## src/dac_word_loader_cfg.svh

```systemverilog
// Constants for the serial converter word loader
`ifndef DAC_WORD_LOADER_CFG_SVH
`define DAC_WORD_LOADER_CFG_SVH
`define WORD_BITS 16
`define CODE_BITS 10
`define MODE_MSB 13
`define MODE_LSB 12
`define CODE_MSB 11
`define CODE_LSB 2
`define CODE_RESET 10'h000
`define CODE_ZERO_SCALE 10'h000
`define CODE_FULL_SCALE 10'h3ff
`define MODE_RESET 2'h0
`define CLK_PERIOD_PS 5000
`define SEL_HIGH_MIN_PS 33000
`define SEL_HIGH_MIN_CYC ((`SEL_HIGH_MIN_PS + `CLK_PERIOD_PS - 1) / `CLK_PERIOD_PS)
`endif

```

## src/dac_word_loader_pkg.sv

```systemverilog
// Types for the serial converter word loader
`default_nettype none
package dac_word_loader_pkg;
    typedef enum logic [1:0] {
        MODE_NORMAL = 2'h0,
        MODE_PULL_1K = 2'h1,
        MODE_PULL_100K = 2'h2,
        MODE_HIGH_Z = 2'h3
    } out_mode_e;
    typedef enum logic [2:0] {
        ST_IDLE = 3'h1,
        ST_SHIFT = 3'h2,
        ST_DONE = 3'h4
    } frame_state_e;
endpackage : dac_word_loader_pkg
`default_nettype wire

```

## src/pin_sync.sv

```systemverilog
// Two-flop synchroniser with edge detection for the serial pins
`timescale 1ns/1ps
`default_nettype none
module pin_sync #(
    parameter int WIDTH = 3,
    parameter logic [WIDTH-1:0] RESET_VAL = '0
) (
    input wire logic clk_sys_i,
    input wire logic arst_n_i,
    input wire logic [WIDTH-1:0] pin_i,
    output logic [WIDTH-1:0] level_o,
    output logic [WIDTH-1:0] rise_o,
    output logic [WIDTH-1:0] fall_o
);
    logic [WIDTH-1:0] meta_reg;
    logic [WIDTH-1:0] sync_reg;
    logic [WIDTH-1:0] prev_reg;

    // Synchroniser stages and history per bit
    genvar gi;
    generate
        for (gi = 0; gi < WIDTH; gi++) begin : g_bit
            always_ff @(posedge clk_sys_i or negedge arst_n_i) begin
                if (!arst_n_i) begin
                    meta_reg[gi] <= RESET_VAL[gi];
                    sync_reg[gi] <= RESET_VAL[gi];
                    prev_reg[gi] <= RESET_VAL[gi];
                end else begin
                    meta_reg[gi] <= pin_i[gi];
                    sync_reg[gi] <= meta_reg[gi];
                    prev_reg[gi] <= sync_reg[gi];
                end
            end
        end
    endgenerate

    // Edges seen between the second stage and its history
    assign level_o = sync_reg;
    assign rise_o = sync_reg & ~prev_reg;
    assign fall_o = ~sync_reg & prev_reg;
endmodule : pin_sync
`default_nettype wire

```

## src/serial_dac_word_loader.sv

```systemverilog
// Serial word receiver loading converter code and output mode
// Contract
// - Sixteen-bit input shift register from data pin
// - Data sampled on falling shift-clock edges
// - Frame select active low, level enables shifting
// - Code and mode update at sixteenth edge
// - Early frame-select rise aborts, nothing changes
// - Code is unsigned straight binary, 0..1023
// - Code 000 zero scale, 3FF full scale
// - Word: two ignored, mode, ten data, two
// - Mode bits select normal, pulldowns, high-Z
// - Reset clears code; output held at zero
`timescale 1ns/1ps
`default_nettype none
`include "dac_word_loader_cfg.svh"
module serial_dac_word_loader #(
    parameter int WORD_BITS = `WORD_BITS,
    parameter int CODE_BITS = `CODE_BITS
) (
    input wire logic clk_sys_i,
    input wire logic arst_n_i,
    input wire logic frame_sel_n_i,
    input wire logic shift_clk_i,
    input wire logic serial_data_i,
    output logic [CODE_BITS-1:0] dac_code_o,
    output logic [1:0] out_mode_o,
    output logic mode_bit_high_o,
    output logic mode_bit_low_o,
    output logic powered_down_o,
    output logic load_pulse_o,
    output logic abort_pulse_o,
    output logic code_zero_scale_o,
    output logic code_full_scale_o
);
    localparam int CNT_W = $clog2(WORD_BITS + 1);
    localparam logic [CNT_W-1:0] LAST_BIT = CNT_W'(WORD_BITS - 1);

    dac_word_loader_pkg::frame_state_e state_reg;
    dac_word_loader_pkg::frame_state_e state_next;
    logic [WORD_BITS-1:0] shift_reg;
    logic [CNT_W-1:0] count_reg;
    logic [2:0] level_w;
    logic [2:0] rise_w;
    logic [2:0] fall_w;
    logic sel_low_w;
    logic sel_rise_w;
    logic sel_fall_w;
    logic sclk_fall_w;
    logic din_w;
    logic bit_take_w;
    logic word_done_w;
    logic [WORD_BITS-1:0] word_w;
    logic [CODE_BITS-1:0] code_word_w;
    logic [1:0] mode_word_w;

    // Converter field of an assembled word
    function automatic logic [CODE_BITS-1:0] code_field(
        input logic [WORD_BITS-1:0] word_in
    );
        return word_in[`CODE_MSB:`CODE_LSB];
    endfunction : code_field

    // Mode field of an assembled word
    function automatic logic [1:0] mode_field(
        input logic [WORD_BITS-1:0] word_in
    );
        return word_in[`MODE_MSB:`MODE_LSB];
    endfunction : mode_field

    // True while the frame machine accepts bits
    function automatic logic is_shifting(
        input dac_word_loader_pkg::frame_state_e st
    );
        return st == dac_word_loader_pkg::ST_SHIFT;
    endfunction : is_shifting

    // True for any of the three power-down modes
    function automatic logic is_powered_down(input logic [1:0] mode);
        return mode != 2'(dac_word_loader_pkg::MODE_NORMAL);
    endfunction : is_powered_down

    // Pins are asynchronous to the system clock; select idles high
    pin_sync #(
        .WIDTH(3),
        .RESET_VAL(3'h1)
    ) u_pin_sync (
        .clk_sys_i(clk_sys_i),
        .arst_n_i(arst_n_i),
        .pin_i({serial_data_i, shift_clk_i, frame_sel_n_i}),
        .level_o(level_w),
        .rise_o(rise_w),
        .fall_o(fall_w)
    );

    // Frame and clock events from synchronised pins
    assign sel_low_w = ~level_w[0];
    assign sel_rise_w = rise_w[0];
    assign sel_fall_w = fall_w[0];
    assign sclk_fall_w = fall_w[1];
    assign din_w = level_w[2];

    // A bit is taken only on a falling clock inside a live frame
    assign bit_take_w = is_shifting(state_reg)
        && sel_low_w && sclk_fall_w;
    assign word_done_w = bit_take_w && (count_reg == LAST_BIT);
    assign word_w = {shift_reg[WORD_BITS-2:0], din_w};

    // Frame sequencing
    always_comb begin
        state_next = state_reg;
        case (state_reg)
            dac_word_loader_pkg::ST_IDLE: begin
                if (sel_fall_w) begin
                    state_next = dac_word_loader_pkg::ST_SHIFT;
                end
            end
            dac_word_loader_pkg::ST_SHIFT: begin
                if (!sel_low_w) begin
                    state_next = dac_word_loader_pkg::ST_IDLE;
                end else if (word_done_w) begin
                    state_next = dac_word_loader_pkg::ST_DONE;
                end
            end
            dac_word_loader_pkg::ST_DONE: begin
                if (!sel_low_w) begin
                    state_next = dac_word_loader_pkg::ST_IDLE;
                end
            end
            default: state_next = dac_word_loader_pkg::ST_IDLE;
        endcase
    end

    // State register
    always_ff @(posedge clk_sys_i or negedge arst_n_i) begin
        if (!arst_n_i) begin
            state_reg <= dac_word_loader_pkg::ST_IDLE;
        end else begin
            state_reg <= state_next;
        end
    end

    // Shift register and bit count, cleared at each frame start
    always_ff @(posedge clk_sys_i or negedge arst_n_i) begin
        if (!arst_n_i) begin
            shift_reg <= '0;
            count_reg <= '0;
        end else if (!is_shifting(state_reg) || !sel_low_w) begin
            shift_reg <= '0;
            count_reg <= '0;
        end else if (bit_take_w) begin
            shift_reg <= word_w;
            count_reg <= count_reg + CNT_W'(1);
        end
    end

    // Fields of the word that completes on this cycle
    assign code_word_w = code_field(word_w);
    assign mode_word_w = mode_field(word_w);

    // Converter code, cleared at reset, kept in every mode
    always_ff @(posedge clk_sys_i or negedge arst_n_i) begin
        if (!arst_n_i) begin
            dac_code_o <= `CODE_RESET;
        end else if (word_done_w) begin
            dac_code_o <= code_word_w;
        end
    end

    // Operating mode, changed only by a complete word
    always_ff @(posedge clk_sys_i or negedge arst_n_i) begin
        if (!arst_n_i) begin
            out_mode_o <= `MODE_RESET;
        end else if (word_done_w) begin
            out_mode_o <= mode_word_w;
        end
    end

    // Raw mode bits as they stood in the word
    always_ff @(posedge clk_sys_i or negedge arst_n_i) begin
        if (!arst_n_i) begin
            mode_bit_high_o <= 1'b0;
            mode_bit_low_o <= 1'b0;
        end else if (word_done_w) begin
            mode_bit_high_o <= mode_word_w[1];
            mode_bit_low_o <= mode_word_w[0];
        end
    end

    // Power-down flag for any mode but normal
    always_ff @(posedge clk_sys_i or negedge arst_n_i) begin
        if (!arst_n_i) begin
            powered_down_o <= 1'b0;
        end else if (word_done_w) begin
            powered_down_o <= is_powered_down(mode_word_w);
        end
    end

    // Zero and full scale flags follow the loaded code
    always_ff @(posedge clk_sys_i or negedge arst_n_i) begin
        if (!arst_n_i) begin
            code_zero_scale_o <= 1'b1;
            code_full_scale_o <= 1'b0;
        end else if (word_done_w) begin
            code_zero_scale_o <= code_word_w == `CODE_ZERO_SCALE;
            code_full_scale_o <= code_word_w == `CODE_FULL_SCALE;
        end
    end

    // Load pulse in the cycle the new code appears
    always_ff @(posedge clk_sys_i or negedge arst_n_i) begin
        if (!arst_n_i) begin
            load_pulse_o <= 1'b0;
        end else begin
            load_pulse_o <= word_done_w;
        end
    end

    // Abort pulse when select rises inside a word
    always_ff @(posedge clk_sys_i or negedge arst_n_i) begin
        if (!arst_n_i) begin
            abort_pulse_o <= 1'b0;
        end else begin
            abort_pulse_o <= is_shifting(state_reg) && sel_rise_w;
        end
    end
endmodule : serial_dac_word_loader
`default_nettype wire

```

## config.mk

```make
export PLATFORM = sky130hd
export DESIGN_NAME = serial_dac_word_loader
export DESIGN_NICKNAME = d
export VERILOG_FILES = /design/src/dac_word_loader_pkg.sv /design/src/pin_sync.sv /design/src/serial_dac_word_loader.sv
export VERILOG_INCLUDE_DIRS = /design/src
export SDC_FILE = /design/constraint.sdc
export NUM_CORES = 1
export LEC_CHECK = 0
export BUFFER_PORTS_ARGS = -buffer_cell sky130_fd_sc_hd__buf_2
export CAP_MARGIN = 20
export CORE_MARGIN = 2
export CORE_UTILIZATION = 56
export DETAILED_ROUTE_END_ITERATION = 12
export HOLD_SLACK_MARGIN = 0.02
export PLACE_DENSITY = 0.78
export RECOVER_POWER = 100
export SYNTH_ARGS = -nofsm -noshare
export SYNTH_HDL_FRONTEND = slang
export SYNTH_SLANG_ARGS = --single-unit
```

## constraint.sdc

```tcl
create_clock -name clk_sys_i -period 1.9 [get_ports clk_sys_i]
set_clock_uncertainty 0.1 [all_clocks]
set_input_delay 0.285 -clock clk_sys_i [delete_from_list [all_inputs] [get_ports clk_sys_i]]
set_output_delay 0.285 -clock clk_sys_i [all_outputs]
set_load 0.05 [all_outputs]
```

==> results of run 1 <==
-- cells by family after synthesis --
logic type,count (synthesis)
fa+ha+maj,2
buf+inv,8
mux,14
compound gates,23
flops,46
xor+xnor,2
simple gates,31
-- layer usage --
| layer | share of wire | vias up |
|---|---|---|
| met5 | 0 | - |
| met4 | 0.0061 | 0 |
| met3 | 0.046 | 2 |
| met2 | 0.47 | 31 |
| met1 | 0.47 | 590 |
| li1 | - | 537 |
-- path summary, 6_finish.rpt --
kind	slack [ns]	endpoint	startpoint	depth (start not counted)
setup / recovery	0.09	dac_code_o[2]	count_reg[0]	6
hold / removal	0.27	u_pin_sync.level_o[0]	u_pin_sync.meta_reg[0]	0
setup reg to reg	0.09	dac_code_o[2]	count_reg[0]	6
hold reg to reg	0.27	u_pin_sync.level_o[0]	u_pin_sync.meta_reg[0]	0
max in group asynchronous	0.40	dac_code_o[9]	arst_n_i	3
min in group asynchronous	0.64	abort_pulse_o	arst_n_i	3
-- cells in the final DEF, fill, tap and decap left out, types with 4 or more instances in the layout --
master	count
mux2_4	5
nor2_1	5
a22o_2	9
mux2_2	9
clkbuf_4	5
clkbuf_1	21
buf_4	5
a22o_1	5
dlygate4sd3_1	4
buf_2	4
dfrtp_1	41
-- worst max-delay path: stages, from the launching register on --
cell and delay (ns):
dfrtp_1 0.41, ha_1 0.20, and3_1 0.15, ha_1 0.24, nand3_4 0.12, buf_12 0.15
mux2_2 0.34
-- where the power goes --
part           internal [mW]  switching (mW)
clock network          0.183           0.273
registers              0.994          0.0125
logic                 0.0214          0.0315
-- repair_timing --
item	CTS	global route
buffers inserted	0	4
setup endpoints to repair	0	21
hold buffers	4	0
resized for setup	0	2
hold endpoints to repair	44	0
-- final cells by class --
type,instances,area [um^2]
Sequential cell,46,1160
Tap cell,44,55.1
Fill cell,243,966
Clock buffer,8,58.8
Timing Repair Buffer,36,234
Multi-Input combinational cell,72,624
Inverter,2,7.51
==> results_dict.tcl, run 1 <==
set metrics [dict create \
    grt_antenna_before_repair 0 \
    cts_made_buffers 5 \
    setup_ws_ns 0.0899 \
    die_y_um 61.4 \
    coreArea_um2 3100 \
    num_vias 1160 \
    dpl-instance-area_um2 2010 \
    cp_max_fo 10 \
    utilization 0.689 \
    post-route-min-period_ns 1.81 \
    syn2layout_area_growth_pct 16.0 \
    synthArstFlopShare 1.00 \
    clock_sinks 46 \
    wl_um 2960 \
    max_cap_viol_count 0 \
    post_synth_num_cell_types 36 \
    io-pin-count 24 \
    dp_slack_ns 0.0738 \
    grt_overflow 0 \
    grt_pass1_vias 1030 \
    relSlewSlack 0.288 \
    worst_pin_slew_ns 1.07 \
    worst_hold_path_type "flop to flop" \
    synth_compound_area_frac 0.102 \
    dp.cells 192 \
    drc 0 \
    antenna_cells 0 \
    clock.fmax_mhz 552 \
    clock-root-buffer "clkbuf_4" \
    synthTopCellsByCount "41 x dfrtp_1, 9 x a22o_2, 9 x mux2_2" \
    avgSynthCellArea_um2 14.6 \
    largest_register_ffs 13 \
    synth_enable_flop_cells 0 \
    status "finished clean" \
    fin_total_pwr_mw 1.52 \
    instances_no_fill 208 \
    met1_usage 0.258 \
    die_w_um 61.4 \
    rsz0062_at_grt "false" \
    crit_path_start_kind "flop" \
    ys_ff_latch 46 \
    synthXorXnorAreaFrac 0.00951 \
    row_count 20 \
    drv_slew 0 \
    clkLatencyLatePin_ns 0.33 \
    grt_max_degree 47 \
    netlist_instances 126 \
    syn_area_um2 1840 \
    drtIter0Drc 45 \
    dieArea_um2 3760 \
    yosysSeqAreaShare 0.628 \
    grtUsageMet2 0.254 \
    grt_busiest_layer "met1" \
    clkTransAtPathRegs_ns 0.12 \
    p_leak_nw 1.01 \
    yosys.area_share.simple 0.114 \
    ys_warn_count 0 \
    post-route-period-util 0.953 \
    dr.pass1.iters 4 \
    antenna_left 0 \
    final_area_um2 2140 \
    critPathKind "flop to flop" \
    grtUsageMet3 0.0378 \
    setup_violations 0 \
    synth.area.mux_share 0.0958 \
    clockBufferDepth 2 \
    yosysMostFrequentCell "dfrtp_1" \
    synth_top_family_by_area "simple AND/OR/NAND/NOR gates" \
    cts_tree "built" \
    synth.top_cell.area_share 0.557 \
    grt_usage 0.175 \
    whs_ns 0.268 \
    p_per_area_nw_per_um2 709 \
    synth.area.top_cells "dfrtp_1 56%, dfstp_2 7.1%, mux2_2 5.5%" \
    finalHoldViolations 0 \
    synthFlopType "dfrtp_1" \
    peakVddDrop_v 0.000466 \
    routed_via_density 5.58 \
    yosysTopAreaCell "dfrtp_1" \
    arrival_ns 1.94 \
    synth_fa_ha_area_frac 0.0136 \
    gp_congestion 0.732 \
    wl_per_cell_um 14.2 \
    port_buffers 23 \
    grt_first_pass_wirelength_um 4810 \
    synth_nets 133 \
    drive_gt1_frac 0.305 \
    tns_ns 0 \
    start_util 0.594 \
    cp-end-kind "flop" \
    nets 170 \
    worstPathRequired_ns 2.03 \
    h-tree-depth 2 \
    dp_hpwl_um 1950 \
]
No activity file was read; power rests on OpenSTA's default activity.
==> run 2, diff against run 1 <==
Settings changed: REMOVE_ABC_BUFFERS set to 1.
==> results_dict.tcl, run 2 (synthesis results as in run 1) <==
set metrics [dict create \
    cp-end-kind "flop" \
    drive_gt1_frac 0.265 \
    io-pin-count 24 \
    p_per_area_nw_per_um2 794 \
    grt_antenna_before_repair 0 \
    relSlewSlack 0.201 \
    setup_violations 0 \
    startpoint "state_reg[2]" \
    grt_overflow 0 \
    dp.cells 194 \
    clkTransAtPathRegs_ns 0.13 \
    row_count 20 \
    final_common_cell "dfrtp_1" \
    holdCritStartpoint "u_pin_sync.meta_reg[1]" \
    rsz0062_at_grt "false" \
    gp_congestion 0.753 \
    clockBufferDepth 2 \
    grt_first_pass_wirelength_um 5320 \
    finalHoldViolations 0 \
    nets 168 \
    start_util 0.594 \
    max_cap_viol_count 0 \
    worst_pin_slew_ns 1.20 \
    dp_hpwl_um 2160 \
    worstPathRequired_ns 2.10 \
    wl_per_cell_um 15.5 \
    drv_slew 0 \
    peakVddDrop_v 0.000524 \
    whs_ns 0.266 \
    arrival_ns 2.03 \
    setup_ws_ns 0.0688 \
    drtIter0Drc 65 \
    dieArea_um2 3760 \
    dr.pass1.iters 4 \
    worst_hold_path_type "flop to flop" \
    seqCellArea_um2 1160 \
    fillerInstances 246 \
    syn2layout_area_growth_pct 15.1 \
    die_y_um 61.4 \
    status "finished clean" \
    post-route-min-period_ns 1.83 \
    instances_no_fill 206 \
    die_w_um 61.4 \
    clock.fmax_mhz 546 \
    largest_register_ffs 13 \
    critPathKind "flop to flop" \
    clock_sinks 46 \
    multi_input_area_um2 598 \
    wl_um 3190 \
    post-route-period-util 0.964 \
    clkLatencyLatePin_ns 0.36 \
    num_vias 1161 \
    drc 0 \
    port_buffers 23 \
    r2r-start "state_reg[2]" \
    cp_max_fo 14 \
    layout_common_cells "41 x dfrtp_1, 21 x clkbuf_1, 9 x a22o_2, 9 x mux2_2, 6 x nor2_1" \
    antenna_cells 0 \
    p_leak_nw 1.00 \
    crit_path_start_kind "flop" \
    antenna_left 0 \
    grt_max_degree 26 \
    cts_tree "built" \
    coreArea_um2 3100 \
    dp_slack_ns 0.0962 \
    h-tree-depth 2 \
    clock-root-buffer "clkbuf_4" \
    grt_usage 0.199 \
    grt_pass1_vias 1131 \
    cts_made_buffers 5 \
    dpl-instance-area_um2 2040 \
    routed_via_density 5.64 \
    tns_ns 0 \
    final_area_um2 2120 \
]
## run 2: report_power, final
part / total, mW / switching (mW) / internal (mW)
Clock: 0.622 / 0.307 / 0.315
Combinational: 0.0556 / 0.0315 / 0.0241
Sequential: 1.01 / 0.0122 / 0.994
Total: 1.68 / 0.351 / 1.33
## run 2: layer usage
layer | part of all wire | track usage
met1 | 0.47 | 0.260
met2 | 0.47 | 0.307
met3 | 0.046 | 0.0672
met4 | 0.019 | 0.0851
met5 | 0 | 0
## run 2: worst paths after layout
kind,end,slack [ns],cells past startpoint
worst max-delay path,shift_reg[1],0.07,4
worst min-delay path,u_pin_sync.level_o[1],0.27,0
worst max register to register,shift_reg[1],0.07,4
worst min register to register,u_pin_sync.level_o[1],0.27,0
max in group asynchronous,code_zero_scale_o,0.35,3
min in group asynchronous,abort_pulse_o,0.57,2
## run 2: layout make-up
type,count,share of cell area
repair buffers,34,0.103
multi-input cells,72,0.282
inverters,2,0.00354
clock inverters,1,0.0142
well taps,44,0.0260
flip-flops and latches,46,0.546
clock buffers,7,0.0260
## run 2: repair_timing
item,CTS,global route
endpoints found under the hold margin,20,0
gates resized for setup,0,0
buffers inserted,0,0
hold buffers,4,0
## run 2: stage by stage
| step | power (mW) | utilization |
|---|---|---|
| detailed placement | 1.08 | 0.658 |
| finish | 1.68 | 0.683 |
| global route | 1.75 | 0.683 |
| CTS | 1.70 | 0.698 |
| global placement | 1.07 | 0.658 |
| floorplan | 1.04 | - |
## run 2: worst max-delay path, stage by stage (launching register included)
cell and delay [ns]:
dfrtp_1 0.47, or4b_1 0.66, nor2_1 0.22, buf_12 0.17, a22o_2 0.16
==> run 3, diff against run 2 <==
Settings changed: PLACE_DENSITY 0.78 to 0.88.
==> results_dict.tcl, run 3 (synthesis results as in run 1) <==
set metrics [dict create \
    critPathKind "flop to flop" \
    crit_path_start_kind "flop" \
    worstPathRequired_ns 2.04 \
    drive_gt1_frac 0.284 \
    gp_congestion 0.856 \
    ctsResizeCount 0 \
    drc 0 \
    grt_pass1_vias 1068 \
    num_vias 1110 \
    cts_made_buffers 5 \
    clkLatencyLatePin_ns 0.35 \
    clkTransAtPathRegs_ns 0.12 \
    dp_slack_ns 0.0856 \
    worst_hold_path_type "flop to flop" \
    dieArea_um2 3760 \
    p_per_area_nw_per_um2 704 \
    cp_max_fo 9 \
    dp_hpwl_um 2130 \
    clock-root-buffer "clkbuf_4" \
    status "finished clean" \
    layout_common_cells "41 x dfrtp_1, 22 x clkbuf_1, 9 x a22o_2, 9 x mux2_2" \
    antenna_cells 0 \
    cts_tree "built" \
    io-pin-count 24 \
    post-route-period-util 0.962 \
    r2r_slack_ns 0.07 \
    routed_via_density 5.39 \
    syn2layout_area_growth_pct 15.1 \
    p_leak_nw 1.00 \
    start_util 0.594 \
    die_y_um 61.4 \
    wl_um 3080 \
    worst_pin_slew_ns 1.28 \
    grt_overflow 0 \
    max_cap_viol_count 0 \
    coreArea_um2 3100 \
    tns_ns 0 \
    largest_register_ffs 13 \
    setup_ws_ns 0.0726 \
    relSlewSlack 0.146 \
    grt_first_pass_wirelength_um 4980 \
    drtIter0Drc 49 \
    cp-end-kind "flop" \
    grt_max_degree 25 \
    die_w_um 61.4 \
    row_count 20 \
    peakVddDrop_v 0.000439 \
    arrival_ns 1.97 \
    clockBufferDepth 2 \
    setup_violations 0 \
    antenna_left 0 \
    seqCellArea_um2 1160 \
    dr.pass1.iters 4 \
    post-route-min-period_ns 1.83 \
    wl_per_cell_um 15.0 \
    clock_sinks 46 \
    final_common_cell "dfrtp_1" \
    clock.fmax_mhz 547 \
    multi_input_area_um2 617 \
    grt_antenna_before_repair 0 \
    fillerInstances 247 \
    drv_slew 0 \
    h-tree-depth 2 \
    port_buffers 23 \
    nets 168 \
    finalHoldViolations 0 \
    grt_usage 0.186 \
]
==> run 3: cell count changes in the layout (fill, tap and decap cells not counted), sizes merged <==
| cell | change |
|---|---|
| clkbuf | -1 |
| bufinv | -1 |
| buf | +2 |
==> run 3: timing repair <==
| action | in CTS | in global routing |
|---|---|---|
| setup endpoints to repair | 0 | 15 |
| setup buffers | 0 | 2 |
| hold endpoints to repair | 21 | 0 |
| hold buffers | 4 | 0 |
==> run 3: through the flow <==
stage	utilization	cells	instance area [um^2]	power [mW]	hold WS (ns)
global placement	0.649	192	2010	1.07	0.183
detailed placement	0.649	192	2010	1.08	0.200
finish	0.683	206	2120	1.49	0.260
CTS	0.678	204	2100	1.51	0.265
floorplan	-	120	1780	1.04	-0.111
global route	0.683	206	2120	1.56	0.273
==> run 3: final cells by class <==
class	instances	area share
Inverter	2	0.00354
Tap cell	44	0.0260
Multi-Input combinational cell	72	0.291
Clock buffer	8	0.0230
Timing Repair Buffer	34	0.110
Sequential cell	46	0.546
==> run 3: critical path, stage by stage (launching register included) <==
cell	delay (ns)
dfrtp_1	0.44
ha_1	0.22
and3_1	0.15
ha_1	0.22
nand3_2	0.11
buf_12	0.14
mux2_2	0.33
==> run 3: report_power, final <==
| part | total (mW) | switching [mW] | leakage [nW] | internal [mW] |
|---|---|---|---|---|
| Combinational | 0.0564 | 0.0319 | 0.362 | 0.0246 |
| Clock | 0.430 | 0.282 | 0.0265 | 0.148 |
| Sequential | 1.01 | 0.0116 | 0.611 | 0.994 |
| Total | 1.49 | 0.325 | 1.00 | 1.17 |
==> run 3: routing by layer <==
| layer | wire length, um | up-vias | global-route usage |
|---|---|---|---|
| li1 | - | 533 | - |
| met1 | 1360 | 545 | 0.243 |
| met2 | 1530 | 26 | 0.293 |
| met3 | 146 | 6 | 0.0588 |
| met4 | 53 | 0 | 0.0729 |
| met5 | 0 | - | 0 |
==> run 3: path summary, 6_finish.rpt <==
kind                                   startpoint  depth (start not counted)                endpoint
setup / recovery                     count_reg[0]                          6           dac_code_o[1]
hold / removal             u_pin_sync.meta_reg[1]                          0   u_pin_sync.level_o[1]
hold reg to reg            u_pin_sync.meta_reg[1]                          0   u_pin_sync.level_o[1]
min in group asynchronous                arst_n_i                          2           abort_pulse_o
setup reg to reg                     count_reg[0]                          6           dac_code_o[1]
max in group asynchronous                arst_n_i                          3  u_pin_sync.prev_reg[0]
